File: config.mk
export PLATFORM = sky130hd
export DESIGN_NAME = vrs_sequencer
export DESIGN_NICKNAME = d
export VERILOG_FILES = /design/src/hw/vrs_pkg.sv /design/src/hw/vrs_ramp.sv /design/src/hw/vrs_sequencer.sv
export SDC_FILE = /design/constraint.sdc
export NUM_CORES = 1
export LEC_CHECK = 0
export BUFFER_PORTS_ARGS = -buffer_cell sky130_fd_sc_hd__buf_2
export CAP_MARGIN = 20
export CORE_MARGIN = 4
export CORE_UTILIZATION = 30
export DETAILED_ROUTE_END_ITERATION = 12
export SKIP_CTS_REPAIR_TIMING = 1
export SYNTH_ARGS = -nofsm -noshare
export SYNTH_HDL_FRONTEND = slang
export SYNTH_HIERARCHICAL = 1
export SYNTH_SLANG_ARGS = --single-unit
File: constraint.sdc
create_clock -name sys_clk -period 4 [get_ports sys_clk]
set_input_delay 1.2 -clock sys_clk [delete_from_list [all_inputs] [get_ports sys_clk]]
set_output_delay 1.2 -clock sys_clk [all_outputs]
set_load 0.005 [all_outputs]
File: src/hw/vrs_pkg.sv
// Purpose: Shared constants for the voltage reference sequencer.
// Assumes: 125 MHz system clock, 8-bit reference code in 12.5 mV steps.
// Notes: Times are given in their own unit; cycle counts derive from them.
package vrs_pkg;

  localparam int unsigned CLK_HZ = 125000000;
  localparam int unsigned STEP_CLK_HZ = 500000;
  // Half period of the step clock in system cycles.
  localparam int unsigned STEP_HALF_CYC = CLK_HZ / STEP_CLK_HZ / 2;

  localparam int unsigned CODE_W = 8;
  // One code LSB in microvolts.
  localparam int unsigned LSB_UV = 12500;
  // Serial ramp slope in microvolts per microsecond.
  localparam int unsigned SLOPE_UV_PER_US = 3000;
  // Cycles per LSB at 3 mV/us, rounded down to stay at or above the typical slope.
  localparam int unsigned SER_STEP_CYC = (LSB_UV * (CLK_HZ / 1000000)) / SLOPE_UV_PER_US;

  // Soft-start: T[ms] = V * 2.56, so one LSB takes 12.5 mV * 2.56 ms/V = 32 us.
  localparam int unsigned SS_MS_PER_V_X100 = 256;
  localparam int unsigned SS_STEP_NS = LSB_UV * SS_MS_PER_V_X100 / 100;
  localparam int unsigned SS_STEP_CYC = SS_STEP_NS / (1000000000 / CLK_HZ);

  // Undervoltage arms once the reference reaches 0.5 V.
  localparam int unsigned UV_ARM_MV = 500;
  localparam logic [7:0] UV_ARM_CODE = 8'(UV_ARM_MV * 1000 / LSB_UV);

  // Protection re-enable delay in switching-clock cycles.
  localparam logic [4:0] MASK_HOLD_CYC = 5'h10;
  // Phase shedding re-enable delay in switching-clock cycles.
  localparam logic [7:0] SHED_HOLD_CYC = 8'h40;

  localparam logic [1:0] DROOP_DEFAULT = 2'h0;
  localparam logic [7:0] CODE_RESET = 8'h00;

  typedef enum logic [1:0] {
    VRS_MODE_PARALLEL,
    VRS_MODE_SERIAL,
    VRS_MODE_FIXED
  } vrs_mode_t;

  typedef enum {
    VRS_ST_OFF,
    VRS_ST_SOFT,
    VRS_ST_RUN,
    VRS_ST_FAULT
  } vrs_state_t;

endpackage : vrs_pkg

File: src/hw/vrs_ramp.sv
// Purpose: One rail reference that steps one LSB toward a target per step pulse.
// Assumes: Target may change at any time; the ramp simply follows it.
// Notes: Busy is high whenever the reference differs from the target.
`timescale 1ns/1ns
module vrs_ramp
  import vrs_pkg::*;
#(
  parameter int unsigned W = CODE_W
) (
  input wire logic sys_clk,
  input wire logic reset,
  input wire logic clear,
  input wire logic [W-1:0] target,
  input wire logic step,
  output logic [W-1:0] ref_code,
  output logic busy
);

  logic [W-1:0] ref_r;
  logic [W-1:0] ref_nxt;

  always_comb begin
    ref_nxt = ref_r;
    if (clear) begin
      ref_nxt = '0;
    end else if (step && ref_r < target) begin
      ref_nxt = ref_r + 1'b1;
    end else if (step && ref_r > target) begin
      ref_nxt = ref_r - 1'b1;
    end
  end

  always_ff @(posedge sys_clk) begin
    if (reset) begin
      ref_r <= '0;
    end else begin
      ref_r <= ref_nxt;
    end
  end

  assign ref_code = ref_r;
  assign busy = (ref_r != target);

endmodule : vrs_ramp

File: src/hw/vrs_sequencer.sv
// Purpose: Live code transitions, soft-start and driver enable order for two rails.
// Assumes: All inputs synchronous to sys_clk; sw_clk_tick marks switching-clock edges.
// Notes: Rail 0 is the core rail, rail 1 the auxiliary rail.
`timescale 1ns/1ns

// Summary of operation
// - Mask OV, UV and feedback-disconnect during transitions, restore 16 cycles after.
// - Parallel code sampled on step-clock rise, confirmed on the following fall.
// - After confirmation, step one LSB every two step-clock cycles to target.
// - Ignore parallel code changes mid-transition; resume at next rising edge.
// - Step clock runs at 500 kHz.
// - Serial command ramps only the addressed rail at about 3 mV per us.
// - New serial command during a ramp replaces the target.
// - Boot codes are latched once at enable; no live transitions on them.
// - Fixed mode: stable serial line change ramps both rails at 3 mV per us.
// - Overcurrent during a transition latches the fault state, stopping regulation.
// - Soft-start raises each enabled rail from zero; serial mode targets boot code.
// - Soft-start begins only above undervoltage lockout with enable released.
// - Power good released when the digital soft-start ramp completes.
// - Undervoltage detection armed once the reference reaches 0.5 V.
// - Overvoltage and feedback-disconnect detection stay enabled during soft-start.
// - Soft-start rate fixed: duration in ms equals target volts times 2.56.
// - PWM high impedance and driver enable low until the first PWM pulse.
// - After the first pulse PWM drives 0 or 1 and driver enable is high.
// - Low-side hold-off affects the loop only; overvoltage can still turn it on.
// - With host bus disabled the core offset comes from the offset pin.
// - Droop gain defaults to one quarter unless the host bus programs it.
// - Phase shedding resets on a live transition and re-enables after a delay.
module vrs_sequencer
  import vrs_pkg::*;
#(
  parameter int unsigned W = CODE_W,
  parameter int unsigned SS_CYC = SS_STEP_CYC
) (
  input wire logic sys_clk,
  input wire logic reset,
  input wire logic enable_in,
  input wire logic supply_ok,
  input wire vrs_mode_t mode_sel,
  input wire logic sw_clk_tick,
  input wire logic [W-1:0] parallel_code,
  input wire logic [W-1:0] boot_code_level,
  input wire logic serial_cmd_valid,
  input wire logic [1:0] serial_cmd_rails,
  input wire logic [W-1:0] serial_cmd_code,
  input wire logic serial_code_clock,
  input wire logic serial_code_data,
  input wire logic [W-1:0] fixed_code,
  input wire logic [1:0] ov_raw,
  input wire logic [1:0] uv_raw,
  input wire logic [1:0] pg_raw,
  input wire logic [1:0] fb_disc_raw,
  input wire logic oc_raw,
  input wire logic [1:0] loop_pwm,
  input wire logic host_bus_disable,
  input wire logic [W-1:0] offset_bus,
  input wire logic [W-1:0] offset_program_pin,
  input wire logic droop_cmd_valid,
  input wire logic [1:0] droop_gain_command,
  output logic [W-1:0] core_ref,
  output logic [W-1:0] aux_rail_ref,
  output logic [W-1:0] core_offset,
  output logic [1:0] droop_gain,
  output logic [1:0] phase_pwm_out,
  output logic [1:0] phase_pwm_oe,
  output logic [1:0] driver_enable_out,
  output logic power_good_out,
  output logic fault_out,
  output logic uv_armed,
  output logic prot_masked,
  output logic phase_shedding_en,
  output logic code_step_clock
);

  initial begin
    if (W < 6 || SS_CYC < 1) begin
      $error("vrs_sequencer: unsupported parameter values");
    end
  end

  vrs_state_t st_r, st_nxt;
  logic [7:0] div_r, div_nxt;
  logic sclk_r, sclk_nxt;
  logic [W-1:0] samp_r, samp_nxt;
  logic cand_r, cand_nxt;
  logic pend_r, pend_nxt;
  logic [1:0] phase_r, phase_nxt;
  logic [W-1:0] tgt0_r, tgt0_nxt, tgt1_r, tgt1_nxt;
  logic [W-1:0] boot_r, boot_nxt;
  logic en_d_r, en_d_nxt;
  logic [1:0] fx_last_r, fx_last_nxt;
  logic fx_pend_r, fx_pend_nxt;
  logic [$clog2(SER_STEP_CYC+SS_CYC+1)-1:0] tmr_r, tmr_nxt;
  logic [4:0] mask_r, mask_nxt;
  logic [7:0] shed_r, shed_nxt;
  logic [1:0] started_r, started_nxt;
  logic pg_r, pg_nxt, flt_r, flt_nxt, uvarm_r, uvarm_nxt, ovtrip_r, ovtrip_nxt;
  logic [1:0] pwm_r, pwm_nxt, oe_r, oe_nxt, den_r, den_nxt;
  logic [W-1:0] off_r, off_nxt;
  logic [1:0] droop_r, droop_nxt;
  logic [W-1:0] ref0, ref1;
  logic busy0, busy1, step0, step1, clr, rise, fall, moving;

  function automatic logic any_bit(input logic [1:0] v);
    return v[0] | v[1];
  endfunction : any_bit

  vrs_ramp #(.W(W)) u_core (.sys_clk(sys_clk), .reset(reset), .clear(clr),
    .target(tgt0_r), .step(step0), .ref_code(ref0), .busy(busy0));
  vrs_ramp #(.W(W)) u_aux (.sys_clk(sys_clk), .reset(reset), .clear(clr),
    .target(tgt1_r), .step(step1), .ref_code(ref1), .busy(busy1));

  assign moving = (st_r == VRS_ST_RUN) && (busy0 || busy1 || pend_r || fx_pend_r);
  assign rise = (div_r == 8'(STEP_HALF_CYC - 1)) && !sclk_r;
  assign fall = (div_r == 8'(STEP_HALF_CYC - 1)) && sclk_r;

  always_comb begin
    st_nxt = st_r;
    div_nxt = (div_r == 8'(STEP_HALF_CYC - 1)) ? 8'h00 : div_r + 8'h01;
    sclk_nxt = (div_r == 8'(STEP_HALF_CYC - 1)) ? !sclk_r : sclk_r;
    samp_nxt = samp_r;
    cand_nxt = cand_r;
    pend_nxt = pend_r;
    phase_nxt = phase_r;
    tgt0_nxt = tgt0_r;
    tgt1_nxt = tgt1_r;
    boot_nxt = boot_r;
    en_d_nxt = enable_in;
    fx_last_nxt = {serial_code_clock, serial_code_data};
    fx_pend_nxt = fx_pend_r;
    tmr_nxt = tmr_r + 1'b1;
    step0 = 1'b0;
    step1 = 1'b0;
    clr = 1'b0;
    flt_nxt = flt_r;
    ovtrip_nxt = ovtrip_r;
    started_nxt = started_r;
    pg_nxt = pg_r;
    uvarm_nxt = uvarm_r;
    // boot code latched once at enable
    if (enable_in && !en_d_r) begin
      boot_nxt = boot_code_level;
    end
    case (st_r)
      VRS_ST_OFF: begin
        clr = 1'b1;
        tmr_nxt = '0;
        pg_nxt = 1'b0;
        uvarm_nxt = 1'b0;
        started_nxt = 2'b00;
        if (supply_ok && enable_in) begin
          st_nxt = VRS_ST_SOFT;
          tgt0_nxt = (mode_sel == VRS_MODE_SERIAL) ? boot_nxt :
                     (mode_sel == VRS_MODE_FIXED) ? fixed_code : parallel_code;
          tgt1_nxt = (mode_sel == VRS_MODE_PARALLEL) ? '0 : tgt0_nxt;
        end
      end
      VRS_ST_SOFT: begin
        if (tmr_r >= (SS_CYC - 1)) begin
          tmr_nxt = '0;
          step0 = 1'b1;
          step1 = 1'b1;
        end
        if (ref0 >= UV_ARM_CODE) begin
          uvarm_nxt = 1'b1;
        end
        if (!busy0 && !busy1) begin
          st_nxt = VRS_ST_RUN;
          pg_nxt = 1'b1;
          uvarm_nxt = 1'b1;
          cand_nxt = 1'b0;
          pend_nxt = 1'b0;
        end
      end
      VRS_ST_RUN: begin
        case (mode_sel)
          VRS_MODE_PARALLEL: begin
            if (pend_r || busy0) begin
              // one LSB per two step cycles
              if (rise) begin
                pend_nxt = 1'b0;
                phase_nxt = phase_r + 2'd1;
                step0 = !pend_r && phase_r[0];
              end
            end else if (rise) begin
              samp_nxt = parallel_code;
              cand_nxt = (parallel_code != tgt0_r);
            end else if (fall && cand_r) begin
              cand_nxt = 1'b0;
              if (parallel_code == samp_r) begin
                tgt0_nxt = samp_r;
                pend_nxt = 1'b1;
                phase_nxt = 2'd0;
              end
            end
          end
          VRS_MODE_SERIAL: begin
            if (serial_cmd_valid) begin
              if (serial_cmd_rails[0]) tgt0_nxt = serial_cmd_code;
              if (serial_cmd_rails[1]) tgt1_nxt = serial_cmd_code;
            end
          end
          default: begin
            if (fx_last_r != {serial_code_clock, serial_code_data}) begin
              fx_pend_nxt = 1'b1;
            end else if (fx_pend_r) begin
              fx_pend_nxt = 1'b0;
              tgt0_nxt = fixed_code;
              tgt1_nxt = fixed_code;
            end
          end
        endcase
        if (mode_sel != VRS_MODE_PARALLEL) begin
          if (tmr_r >= SER_STEP_CYC - 1) begin
            tmr_nxt = '0;
            step0 = 1'b1;
            step1 = 1'b1;
          end
        end
        if (oc_raw && moving) begin
          st_nxt = VRS_ST_FAULT;
        end
      end
      default: begin
        pg_nxt = 1'b0;
      end
    endcase
    // overvoltage and feedback checks stay live during soft-start; masked while moving or mask_r is nonzero
    if (st_r != VRS_ST_OFF && !prot_masked_c() && (any_bit(ov_raw) || any_bit(fb_disc_raw)
        || (uvarm_r && any_bit(uv_raw)))) begin
      st_nxt = VRS_ST_FAULT;
      ovtrip_nxt = any_bit(ov_raw);
    end
    if (st_nxt == VRS_ST_FAULT) begin
      flt_nxt = 1'b1;
    end
    if (!enable_in) begin
      st_nxt = VRS_ST_OFF;
      flt_nxt = 1'b0;
      ovtrip_nxt = 1'b0;
    end
    started_nxt = started_nxt | ((st_r != VRS_ST_OFF) ? loop_pwm : 2'b00);
  end

  function automatic logic prot_masked_c();
    return moving || (mask_r != 5'h00);
  endfunction : prot_masked_c

  always_comb begin
    mask_nxt = mask_r;
    shed_nxt = shed_r;
    if (moving) begin
      mask_nxt = MASK_HOLD_CYC;
    end else if (sw_clk_tick && mask_r != 5'h00) begin
      mask_nxt = mask_r - 5'h01;
    end
    if (moving) begin
      shed_nxt = SHED_HOLD_CYC;
    end else if (sw_clk_tick && shed_r != 8'h00) begin
      shed_nxt = shed_r - 8'h01;
    end
    for (int i = 0; i < 2; i++) begin
      pwm_nxt[i] = ovtrip_r ? 1'b0 : loop_pwm[i];
      oe_nxt[i] = ovtrip_r || (started_r[i] && st_r != VRS_ST_FAULT);
      den_nxt[i] = ovtrip_r || (started_r[i] && st_r != VRS_ST_FAULT);
    end
    off_nxt = host_bus_disable ? offset_program_pin : offset_bus;
    droop_nxt = droop_r;
    if (host_bus_disable) begin
      droop_nxt = DROOP_DEFAULT;
    end else if (droop_cmd_valid) begin
      droop_nxt = droop_gain_command;
    end
  end

  always_ff @(posedge sys_clk) begin
    if (reset) begin
      st_r <= VRS_ST_OFF;
      div_r <= 8'h00;
      sclk_r <= 1'b0;
      samp_r <= CODE_RESET;
      cand_r <= 1'b0;
      pend_r <= 1'b0;
      phase_r <= 2'd0;
      tgt0_r <= CODE_RESET;
      tgt1_r <= CODE_RESET;
      boot_r <= CODE_RESET;
      en_d_r <= 1'b0;
      fx_last_r <= 2'b00;
      fx_pend_r <= 1'b0;
      tmr_r <= '0;
      mask_r <= 5'h00;
      shed_r <= 8'h00;
      started_r <= 2'b00;
      pg_r <= 1'b0;
      flt_r <= 1'b0;
      uvarm_r <= 1'b0;
      ovtrip_r <= 1'b0;
      pwm_r <= 2'b00;
      oe_r <= 2'b00;
      den_r <= 2'b00;
      off_r <= CODE_RESET;
      droop_r <= DROOP_DEFAULT;
    end else begin
      st_r <= st_nxt;
      div_r <= div_nxt;
      sclk_r <= sclk_nxt;
      samp_r <= samp_nxt;
      cand_r <= cand_nxt;
      pend_r <= pend_nxt;
      phase_r <= phase_nxt;
      tgt0_r <= tgt0_nxt;
      tgt1_r <= tgt1_nxt;
      boot_r <= boot_nxt;
      en_d_r <= en_d_nxt;
      fx_last_r <= fx_last_nxt;
      fx_pend_r <= fx_pend_nxt;
      tmr_r <= tmr_nxt;
      mask_r <= mask_nxt;
      shed_r <= shed_nxt;
      started_r <= started_nxt;
      pg_r <= pg_nxt;
      flt_r <= flt_nxt;
      uvarm_r <= uvarm_nxt;
      ovtrip_r <= ovtrip_nxt;
      pwm_r <= pwm_nxt;
      oe_r <= oe_nxt;
      den_r <= den_nxt;
      off_r <= off_nxt;
      droop_r <= droop_nxt;
    end
  end

  // Reference outputs come from the ramp flip-flops.
  assign core_ref = ref0;
  assign aux_rail_ref = ref1;
  assign core_offset = off_r;
  assign droop_gain = droop_r;
  assign phase_pwm_out = pwm_r;
  assign phase_pwm_oe = oe_r;
  assign driver_enable_out = den_r;
  assign power_good_out = pg_r;
  assign fault_out = flt_r;
  assign uv_armed = uvarm_r;
  assign prot_masked = (mask_r != 5'h00);
  assign phase_shedding_en = (shed_r == 8'h00) && pg_r;
  assign code_step_clock = sclk_r;

  mask_hold_a: assert property (@(posedge sys_clk) disable iff (reset)
    moving |=> mask_r == 5'h10) else $error("mask not reloaded");
  lsless_hold_a: assert property (@(posedge sys_clk) disable iff (reset)
    (st_r == VRS_ST_SOFT && started_r == 2'b00 && !ovtrip_r) |=> oe_r == 2'b00)
    else $error("driver on before first pulse");
  pg_release_a: assert property (@(posedge sys_clk) disable iff (reset)
    (st_r == VRS_ST_SOFT && st_nxt == VRS_ST_RUN && enable_in) |=> pg_r)
    else $error("power good not released");
  oc_latch_a: assert property (@(posedge sys_clk) disable iff (reset)
    (oc_raw && moving && enable_in) |=> st_r == VRS_ST_FAULT ##1 st_r == VRS_ST_FAULT
    || !enable_in) else $error("overcurrent did not latch");
  uv_arm_a: assert property (@(posedge sys_clk) disable iff (reset)
    (st_r == VRS_ST_SOFT && ref0 < UV_ARM_CODE && !uvarm_r) |=> !uvarm_r || ref0 >= 8'h27)
    else $error("undervoltage armed early");
  ov_lowside_a: assert property (@(posedge sys_clk) disable iff (reset)
    ovtrip_r |=> (den_r == 2'b11 && pwm_r == 2'b00)) else $error("ov low side off");
  droop_def_a: assert property (@(posedge sys_clk) disable iff (reset)
    host_bus_disable |=> droop_r == 2'h0) else $error("droop not default");
  offset_pin_a: assert property (@(posedge sys_clk) disable iff (reset)
    host_bus_disable |=> off_r == $past(offset_program_pin)) else $error("offset source");
  step_clk_a: assert property (@(posedge sys_clk) disable iff (reset)
    $rose(sclk_r) |=> sclk_r [*8]) else $error("step clock too fast");

  cov_soft: cover property (@(posedge sys_clk) st_r == VRS_ST_SOFT ##1 st_r == VRS_ST_RUN);
  cov_par: cover property (@(posedge sys_clk) pend_r ##1 !pend_r);
  cov_ser: cover property (@(posedge sys_clk) serial_cmd_valid && busy0);
  cov_flt: cover property (@(posedge sys_clk) $rose(flt_r));

endmodule : vrs_sequencer

==> impl_metrics.json, run 1 <==
{
  "run_status": "finished clean",
  "most-common-layout-cells": "142 x sky130_fd_sc_hd__dfxtp_1, 141 x sky130_fd_sc_hd__nor2_1, 110 x sky130_fd_sc_hd__buf_2",
  "end_kind": "register",
  "path_delay_family": "compound AO/OA/AOI/OAI gates",
  "grt_util_all_layers_pct": 13.6,
  "seq_power_share_pct": 41.2,
  "grt_pass1_vias": 6102,
  "antenna_found_initial": 3,
  "detail_route.first_pass.iterations": 4,
  "max-slew-margin-rel_pct": 32.3,
  "areaGrowthSynthToFinish_pct": 21.8,
  "worstSetupStartpoint": "tmr_r[0]",
  "net-switching-power_mw": 1.10,
  "largest_registers": "st_r x32, tmr_r x13",
  "post_detailed_routing_wire_length_um": 18900,
  "worst_hold_check_path_type": "reg2reg",
  "worst_ep_required_time_ns": 4.34,
  "vias_per_cell": 4.84,
  "comb_power_share_pct": 17.7,
  "synth_area_per_cell_sq_um": 8.91,
  "largest_register_ffs": 32,
  "leakagePower_nw": 3.97,
  "swShare_pct": 28.7,
  "hp-start": "st_r[31]",
  "finalSetupViolations": 0,
  "synthesis_stage_register_bit_count": 142,
  "clkSinkCount": 142,
  "critical_path.cell_chain": "ha_2 -> a21oi_1 -> o211ai_1 -> a2111oi_2 -> buf_4 -> o32a_1 -> nor2_2 -> a41o_1 -> and4b_1 -> nand2b_2 -> ha_1 -> o211ai_1 -> o211ai_1 -> o21ai_0 -> or3_1 -> and3_1 -> nor3_1",
  "nNetsFinal": 1079,
  "final_period_minus_worst_setup_slack_ns": 3.70,
  "fin_total_pwr_mw": 3.83,
  "synthesis.area_sq_um": 7520,
  "slowest_stage": "sky130_fd_sc_hd__dfxtp_1",
  "cts_inserted_buffers": 17,
  "antenna_cells_inserted": 0,
  "slowest_delay_ns": 0.39,
  "regToRegEndpoint": "u_core/ref_code[7]",
  "fmax_mhz": 270,
  "share_of_final_layout_standard_cells_stronger_than_drive_strength_1_pct": 21.3,
  "data_arrival_time_at_the_worst_slack_endpoint_ns": 4.04,
  "initialDrtViolationCount": 291,
  "max_cap_violations": 0,
  "skew_ns": 0.0125,
  "synthAdderAreaFrac_pct": 6.19,
  "worstMarginPinSlew_ns": 1.02,
  "synth_ff_type": "sky130_fd_sc_hd__dfxtp_1",
  "internal_power_mw": 2.73,
  "clkSlewWorstSetupHoldPaths_ns": 0.06,
  "worstSetupPathType": "reg2reg",
  "postPlaceCellArea_sq_um": 8530,
  "vdd_drop_max_uv": 279,
  "final_max_slew_viol_count": 0,
  "largest-register": "st_r",
  "synthCells": 844,
  "grt_max_degree": 53,
  "h_tree_depth": 4,
  "die-width_um": 166,
  "post-route-cell-area_sq_um": 9150,
  "wl_per_cell_um": 14.5,
  "synthMuxAreaShare_pct": 6.67,
  "cts_tree": "done",
  "synth_xor_xnor_area_share_pct": 6.52,
  "worst_path_most_repeated_cell": "sky130_fd_sc_hd__o211ai_1",
  "final_min_period_over_clock_period_pct": 92.5,
  "initial_core_util_pct": 30.7,
  "powerDensity_nw_per_um2": 418,
  "clk_latency_ns": 0.42,
  "share_clk_of_total_power_pct": 41.0,
  "i_o_pins": 113,
  "r2r.worst_path.cells": 17,
  "synth_simple_gate_area_share_pct": 23.1,
  "dieHeight_um": 166,
  "synth_compound_area_share_pct": 15.4,
  "cts_max_path_buffers": 2,
  "sequential_area_share_after_synthesis_pct": 37.8,
  "placementRows": 57,
  "global_route_wire_length_before_repair_um": 31000,
  "ff2ff_setup_slack_ns": 0.30,
  "cp.depth": 17,
  "worstHoldPathCells": 1,
  "via_count": 6305,
  "synth_edf_count": 0,
  "critical_path_peak_fanout": 6,
  "postRouteAntennaNets": 0,
  "synth_top_family_by_area": "simple AND/OR/NAND/NOR gates",
  "timing.final.hold_violations": 0,
  "synth_async_sr_flop_share_pct": 0,
  "synth.distinct_cells": 66,
  "n_fill_cell": 2515,
  "worst_path_buffer_plus_inverter_count": 1,
  "layout_commonest_cell": "sky130_fd_sc_hd__dfxtp_1",
  "syn-num-nets": 955,
  "drc": 0,
  "startpoint_type": "register",
  "hold_end": "st_r[31]",
  "coreArea_sq_um": 24500,
  "regToRegStartpoint": "tmr_r[0]",
  "portBuffers": 110,
  "clk_root_buffer_cell": "sky130_fd_sc_hd__clkbuf_16",
  "yosysWarningCount": 6,
  "post-dp-hpwl_um": 14500,
  "routabilityCongestion": 0.813,
  "globalRoute.totalOverflow": 0,
  "fp.dieArea_sq_um": 27700
}
[cells by family (layout without fill, tap and decap cells)]
kind of cell,Yosys count,after routing
and+or+nand+nor,323,323
buffers and inverters,77,213
AOI/OAI and AO/OA,160,160
xor gates and xnor gates,56,56
adders and majority gates,36,36
DFF,142,142
muxes,50,50
[worst reg2reg max path: cells and delay by family (launching register included)]
family	cells	cell delay (ns)
and+or+nand+nor	6	1.21
adders and majority gates	2	0.57
buffers and inverters	1	0.14
DFF	1	0.39
AOI/OAI and AO/OA	8	1.33
[through the flow]
stage               hold slack, ns  cells  util [%]  setup slack (ns)  TNS (ns)
floorplan                    0.430    844         -            0.0240         0
global placement             0.442   1273      34.9           -0.0225   -0.0225
detailed placement           0.449   1273      34.9           -0.0577    -0.106
CTS                          0.466   1304      37.3             0.155         0
global route                 0.491   1304      37.4           -0.0207   -0.0207
finish                       0.464   1304      37.4             0.300         0
[worst max-delay path by stage]
stage	end	slack (ns)
floorplan	u_core/ref_code[7]	0.02
global placement	u_core/ref_code[7]	-0.02
detailed placement	u_core/ref_code[7]	-0.06
CTS	u_core/ref_code[7]	0.16
global route	u_core/ref_code[7]	-0.02
finish	u_core/ref_code[7]	0.30
[layout make-up]
type / count / area (sq um) / area share [%]
timing repair buffer: 138 / 761 / 8.31
clock buffer: 17 / 425 / 4.65
sequential: 142 / 2840 / 31.1
tap: 324 / 405 / 4.43
clock inverter: 14 / 158 / 1.72
inverter: 44 / 165 / 1.80
multi-input combinational: 625 / 4400 / 48.0
[power groups by stage]
stage | Combinational [mW] | Sequential (mW) | Clock, mW
finish | 0.679 | 1.58 | 1.57
global route | 0.775 | 1.59 | 1.66
CTS | 0.681 | 1.58 | 1.61
detailed placement | 0.675 | 1.61 | 0
global placement | 0.666 | 1.61 | 0
floorplan | 0.493 | 1.59 | 0
[routing by layer]
layer  vias to the layer above  routed length (um)  GRT usage (%)
met5                         -                  34              0
met4                         6                 174           3.42
met3                        19                 954           3.90
met2                       113                8700           21.9
met1                      2940                9010           18.0
li1                       3227                   -              -
[synthesized netlist by cell type (all sizes together) (18+ instances only)]
library cell	number	area, sq um
clkbuf	21	78.8
mux2i	49	490
nor2	144	546
dfxtp	142	2840
a211oi	29	233
and2	33	211
xnor2	18	158
nand2	27	101
inv	44	165
a21oi	48	240
xor2	38	333
ha	34	425
Power figures use the tool's default switching activity.
==> run 2: changes to the inputs <==
--- a/config.mk
+++ b/config.mk
@@ -10,6 +10,7 @@
 export CORE_MARGIN = 4
 export CORE_UTILIZATION = 30
 export DETAILED_ROUTE_END_ITERATION = 12
+export RECOVER_POWER = 100
 export SKIP_CTS_REPAIR_TIMING = 1
 export SYNTH_ARGS = -nofsm -noshare
 export SYNTH_HDL_FRONTEND = slang
==> run 2 against run 1 <==
Against the previous run:
- the run now ends with capacitance limit, slew limit left
- critical path depth is the same
- sequential share of layout area grew 0.27 points
- sequential power is essentially flat
- count of clock-buffer cells in the layout is the same
- sequential cell count is the same
- setup slack gained 0.016 ns
- worst hold slack lost 0.0011 ns
- routed wire length grew 0.31%
==> impl_metrics.json, run 2 (synthesis results as in run 1) <==
{
  "clkSlewWorstSetupHoldPaths_ns": 0.06,
  "worstSetupPathType": "reg2reg",
  "placementRows": 57,
  "end_kind": "register",
  "grt_max_degree": 53,
  "max-slew-margin-rel_pct": -63.0,
  "critical_path.cell_chain": "ha_2 -> a21oi_1 -> o211ai_1 -> a2111oi_2 -> buf_4 -> o32a_1 -> nor2_2 -> a41o_1 -> and4b_1 -> nand2b_2 -> ha_1 -> o211ai_1 -> o211ai_1 -> o21ai_0 -> or3_1 -> and3_1 -> nor3_1",
  "r2r.worst_path.cells": 17,
  "timing.final.hold_violations": 0,
  "global_route_wire_length_before_repair_um": 31000,
  "worst_ep_required_time_ns": 4.34,
  "hold_end": "st_r[29]",
  "h_tree_depth": 4,
  "layout_commonest_cell": "sky130_fd_sc_hd__dfxtp_1",
  "path_delay_family": "compound AO/OA/AOI/OAI gates",
  "grt_util_all_layers_pct": 13.6,
  "violations": "capacitance limit, slew limit",
  "globalRoute.totalOverflow": 0,
  "worstMarginPinSlew_ns": 2.44,
  "finalSetupViolations": 0,
  "slowest_stage": "sky130_fd_sc_hd__dfxtp_1",
  "via_count": 6259,
  "regToRegEndpoint": "u_core/ref_code[7]",
  "largest-register": "st_r",
  "net-switching-power_mw": 1.10,
  "internal_power_mw": 2.71,
  "startpoint_type": "register",
  "max_cap_violations": 1,
  "antenna_cells_inserted": 0,
  "post-dp-hpwl_um": 14500,
  "vias_per_cell": 4.80,
  "dp_cells": 1273,
  "initial_core_util_pct": 30.7,
  "dieHeight_um": 166,
  "detail_route.first_pass.iterations": 4,
  "ff2ff_setup_slack_ns": 0.32,
  "share_clk_of_total_power_pct": 41.2,
  "antenna_found_initial": 3,
  "worst_hold_check_path_type": "reg2reg",
  "largest_register_ffs": 32,
  "final_max_slew_viol_count": 53,
  "largest_registers": "st_r x32, tmr_r x13",
  "nNetsFinal": 1079,
  "swShare_pct": 28.8,
  "most-common-layout-cells": "142 x sky130_fd_sc_hd__dfxtp_1, 141 x sky130_fd_sc_hd__nor2_1, 82 x sky130_fd_sc_hd__buf_2",
  "fp.dieArea_sq_um": 27700,
  "clk_root_buffer_cell": "sky130_fd_sc_hd__clkbuf_16",
  "seq_area_sq_um": 2840,
  "layout.cells.non_filler": 1304,
  "cts_inserted_buffers": 17,
  "n_fill_cell": 2537,
  "postRouteAntennaNets": 0,
  "initialDrtViolationCount": 301,
  "worst_path_most_repeated_cell": "sky130_fd_sc_hd__o211ai_1",
  "skew_ns": 0.0134,
  "worst_path_buffer_plus_inverter_count": 1,
  "clk_latency_ns": 0.42,
  "slowest_delay_ns": 0.39,
  "clkSinkCount": 142,
  "cts_tree": "done",
  "grt_pass1_vias": 6102,
  "drc": 0,
  "wl_per_cell_um": 14.5,
  "leakagePower_nw": 3.82,
  "areaGrowthSynthToFinish_pct": 20.7,
  "routabilityCongestion": 0.813,
  "coreArea_sq_um": 24500,
  "seq_power_share_pct": 41.4,
  "cts_max_path_buffers": 2,
  "run_status": "finished, violations left",
  "i_o_pins": 113,
  "powerDensity_nw_per_um2": 420,
  "fmax_mhz": 271,
  "final_min_period_over_clock_period_pct": 92.1,
  "vdd_drop_max_uv": 277,
  "comb_power_share_pct": 17.4,
  "portBuffers": 110,
  "worstHoldPathCells": 1,
  "die-width_um": 166,
  "fin_total_pwr_mw": 3.81,
  "data_arrival_time_at_the_worst_slack_endpoint_ns": 4.02,
  "final_period_minus_worst_setup_slack_ns": 3.68,
  "share_of_final_layout_standard_cells_stronger_than_drive_strength_1_pct": 17.4,
  "hp-start": "st_r[29]",
  "multi_input_area_sq_um": 4370,
  "regToRegStartpoint": "tmr_r[0]",
  "critical_path_peak_fanout": 6,
  "post_detailed_routing_wire_length_um": 18900
}
-- run 2: changes by cell type in the layout (fill, tap and decap cells not counted), moves of 2 or more --
| cell | delta |
|---|---|
| sky130_fd_sc_hd__a211oi_1 | +2 |
| sky130_fd_sc_hd__a211oi_2 | -2 |
| sky130_fd_sc_hd__and2_0 | +12 |
| sky130_fd_sc_hd__and2_1 | -12 |
| sky130_fd_sc_hd__buf_2 | -28 |
| sky130_fd_sc_hd__buf_4 | -5 |
| sky130_fd_sc_hd__clkbuf_1 | +31 |
| sky130_fd_sc_hd__or3_1 | +2 |
| sky130_fd_sc_hd__or3_4 | -2 |
-- run 2: cell type report --
cell class	instances	share of cell area, %
Clock buffer	17	4.69
Clock inverter	14	1.74
Inverter	44	1.82
Multi-Input combinational cell	625	48.2
Sequential cell	142	31.3
Tap cell	324	4.47
Timing Repair Buffer	138	7.80
-- run 2: power groups by stage --
stage	registers (mW)	clock network, mW	logic, mW
floorplan	1.59	0	0.493
finish	1.58	1.57	0.664
CTS	1.58	1.61	0.681
global route	1.59	1.66	0.758
detailed placement	1.61	0	0.675
global placement	1.61	0	0.666
-- run 2: routing by layer --
layer	global-route usage, %	share of wire (%)	vias to the layer above	wire, um
met5	0	0.18	-	34
met3	3.90	5.3	12	1010
li1	-	-	3226	-
met2	21.9	46	113	8710
met4	3.42	0.59	6	112
met1	18.0	48	2902	9050
-- run 2: worst max path at each step --
stage / startpoint / end / cells after the start
after global placement: mode_sel[1] / u_core/ref_code[7] / 14
after global routing: tmr_r[0] / u_core/ref_code[7] / 17
final: tmr_r[0] / u_core/ref_code[7] / 17
after detailed placement: mode_sel[1] / u_core/ref_code[7] / 14
after floorplan: mode_sel[1] / u_core/ref_code[7] / 14
after CTS: tmr_r[0] / u_core/ref_code[7] / 17
-- run 2: worst reg2reg max path, stage by stage, from the launching register on --
cell	delay (ns)
sky130_fd_sc_hd__dfxtp_1	0.39
sky130_fd_sc_hd__ha_2	0.24
sky130_fd_sc_hd__a21oi_1	0.05
sky130_fd_sc_hd__o211ai_1	0.21
sky130_fd_sc_hd__a2111oi_2	0.10
sky130_fd_sc_hd__buf_4	0.14
sky130_fd_sc_hd__o32a_1	0.33
sky130_fd_sc_hd__nor2_2	0.13
sky130_fd_sc_hd__a41o_1	0.19
sky130_fd_sc_hd__and4b_1	0.25
sky130_fd_sc_hd__nand2b_2	0.14
sky130_fd_sc_hd__ha_1	0.33
sky130_fd_sc_hd__o211ai_1	0.10
sky130_fd_sc_hd__o211ai_1	0.18
sky130_fd_sc_hd__o21ai_0	0.14
sky130_fd_sc_hd__or3_1	0.34
sky130_fd_sc_hd__and3_1	0.19
sky130_fd_sc_hd__nor3_1	0.15
-- run 2: through the flow --
step	TNS, ns	utilization (%)	worst slack (ns)	hold slack (ns)	instance area [sq um]
finish	0	37.1	0.316	0.463	9070
global route	-0.0210	37.1	-0.0210	0.491	9070
CTS	0	37.3	0.155	0.466	9110
detailed placement	-0.106	34.9	-0.0577	0.449	8530
global placement	-0.0225	34.9	-0.0225	0.442	8530
floorplan	0	-	0.0240	0.430	7520
==> run 3: changes to the inputs <==
--- a/config.mk
+++ b/config.mk
@@ -11,6 +11,7 @@
 export CORE_UTILIZATION = 30
 export DETAILED_ROUTE_END_ITERATION = 12
 export RECOVER_POWER = 100
+export REMOVE_ABC_BUFFERS = 1
 export SKIP_CTS_REPAIR_TIMING = 1
 export SYNTH_ARGS = -nofsm -noshare
 export SYNTH_HDL_FRONTEND = slang
==> run 3 against run 2 <==
Against the previous run:
- the flow still finishes with violations (capacitance limit, slew limit)
- sequential power is essentially flat
- sequential share of layout area grew 0.17 points
- register-to-register slack worse by 0.03 ns
- count of clock-buffer cells in the layout unchanged
- clock skew shrank 0.0038 ns
- worst hold slack barely moved
- largest power group unchanged
- highest routed layer is now met4
==> impl_metrics.json, run 3 (synthesis results as in run 1) <==
{
  "post_detailed_routing_wire_length_um": 19000,
  "dp_cells": 1280,
  "largest_registers": "st_r x32, tmr_r x13",
  "max-slew-margin-rel_pct": -12.0,
  "layout.cells.non_filler": 1311,
  "detail_route.first_pass.iterations": 4,
  "fmax_mhz": 269,
  "globalRoute.totalOverflow": 0,
  "routabilityCongestion": 0.835,
  "timing.final.hold_violations": 0,
  "antenna_found_initial": 0,
  "final_min_period_over_clock_period_pct": 92.9,
  "worst_hold_check_path_type": "reg2reg",
  "postRouteAntennaNets": 0,
  "vdd_drop_max_uv": 218,
  "h_tree_depth": 4,
  "final_max_slew_viol_count": 35,
  "swShare_pct": 29.6,
  "skew_ns": 0.00958,
  "initial_core_util_pct": 30.7,
  "run_status": "finished, violations left",
  "data_arrival_time_at_the_worst_slack_endpoint_ns": 4.06,
  "cts_inserted_buffers": 17,
  "dieHeight_um": 166,
  "post-dp-hpwl_um": 14300,
  "critical_path.cell_chain": "ha_1 -> a21oi_1 -> o211ai_1 -> a2111oi_2 -> buf_4 -> o32a_1 -> nor2_1 -> buf_4 -> and4b_1 -> nand2b_1 -> ha_1 -> o211ai_1 -> o211ai_1 -> o21ai_0 -> or3_1 -> and3_1 -> nor3_1",
  "largest_register_ffs": 32,
  "portBuffers": 110,
  "antenna_cells_inserted": 0,
  "startpoint_type": "register",
  "powerDensity_nw_per_um2": 405,
  "slowest_stage": "sky130_fd_sc_hd__ha_1",
  "areaGrowthSynthToFinish_pct": 20.1,
  "grt_max_degree": 38,
  "worstSetupPathType": "reg2reg",
  "vias_per_cell": 4.87,
  "end_kind": "register",
  "clkSlewWorstSetupHoldPaths_ns": 0.06,
  "nNetsFinal": 1086,
  "clk_latency_ns": 0.43,
  "i_o_pins": 113,
  "die-width_um": 166,
  "rsz_0062_raised_after_global_routing": "yes",
  "tns_ns": 0,
  "grt_pass1_vias": 6068,
  "seq_power_share_pct": 43.2,
  "leakagePower_nw": 3.84,
  "cts_max_path_buffers": 2,
  "wl_per_cell_um": 14.5,
  "max_cap_violations": 1,
  "grt_util_all_layers_pct": 13.7,
  "most-common-layout-cells": "142 x sky130_fd_sc_hd__nor2_1, 142 x sky130_fd_sc_hd__dfxtp_1, 86 x sky130_fd_sc_hd__buf_2",
  "placementRows": 57,
  "worst_path_buffer_plus_inverter_count": 2,
  "fp.dieArea_sq_um": 27700,
  "cts_tree": "done",
  "initialDrtViolationCount": 330,
  "coreArea_sq_um": 24500,
  "critical_path_peak_fanout": 6,
  "violations": "capacitance limit, slew limit",
  "comb_power_share_pct": 18.2,
  "worstMarginPinSlew_ns": 1.68,
  "largest-register": "st_r",
  "hold_slack_ns": 0.463,
  "clk_root_buffer_cell": "sky130_fd_sc_hd__clkbuf_16",
  "share_clk_of_total_power_pct": 38.6,
  "finalSetupViolations": 0,
  "final_period_minus_worst_setup_slack_ns": 3.72,
  "global_route_wire_length_before_repair_um": 31100,
  "worst_path_most_repeated_cell": "sky130_fd_sc_hd__o211ai_1",
  "slowest_delay_ns": 0.40,
  "net-switching-power_mw": 1.08,
  "clkSinkCount": 142,
  "share_of_final_layout_standard_cells_stronger_than_drive_strength_1_pct": 17.7,
  "internal_power_mw": 2.58,
  "drc": 0,
  "via_count": 6391,
  "worst_ep_required_time_ns": 4.34,
  "path_delay_family": "simple AND/OR/NAND/NOR gates"
}
[run 3: cell types whose count changed in the layout (fill, tap and decap cells not counted), sizes merged]
cell      before  now
clkinvlp       3    5
inv           49   45
bufinv         2    0
buf          106  115
clkbuf        49   47
clkinv         4    8
[run 3: per-layer routing]
metal,global-route usage [%],up-vias,share of wire [%]
met1,19.5,2969,51
li1,-,3243,-
met4,3.63,0,0.85
met2,20.3,166,42
met3,4.19,13,6.8
met5,0,-,0
[run 3: worst paths after layout]
kind / depth (start not counted) / start / slack [ns] / end
setup / recovery: 17 / tmr_r[0] / 0.28 / u_aux/ref_code[7]
hold / removal: 1 / div_r[0] / 0.46 / div_r[0]
setup reg to reg: 17 / tmr_r[0] / 0.28 / u_aux/ref_code[7]
hold reg to reg: 1 / div_r[0] / 0.46 / div_r[0]
[run 3: power groups by stage]
stage	combinational (mW)	sequential [mW]	clock, mW
after floorplan	0.469	1.60	0
after global placement	0.667	1.61	0
after detailed placement	0.673	1.61	0
after CTS	0.679	1.58	1.46
after global routing	0.758	1.60	1.52
final	0.665	1.58	1.41
[run 3: final cells by class]
class / count / area, sq um
clock buffer: 17 / 425
multi-input combinational: 625 / 4320
timing repair buffer: 145 / 774
fill: 2517 / 15400
clock inverter: 14 / 97.6
sequential: 142 / 2840
inverter: 44 / 165
tap: 324 / 405
[run 3: per-stage QoR]
step	utilization [%]	setup slack, ns	instance area [sq um]	total power, mW
floorplan	-	0.237	7360	2.07
global placement	35.1	-0.0236	8600	2.28
CTS	37.3	0.0962	9120	3.72
detailed placement	35.1	-0.0767	8600	2.29
finish	36.9	0.284	9030	3.66
global route	36.9	-0.00776	9030	3.88
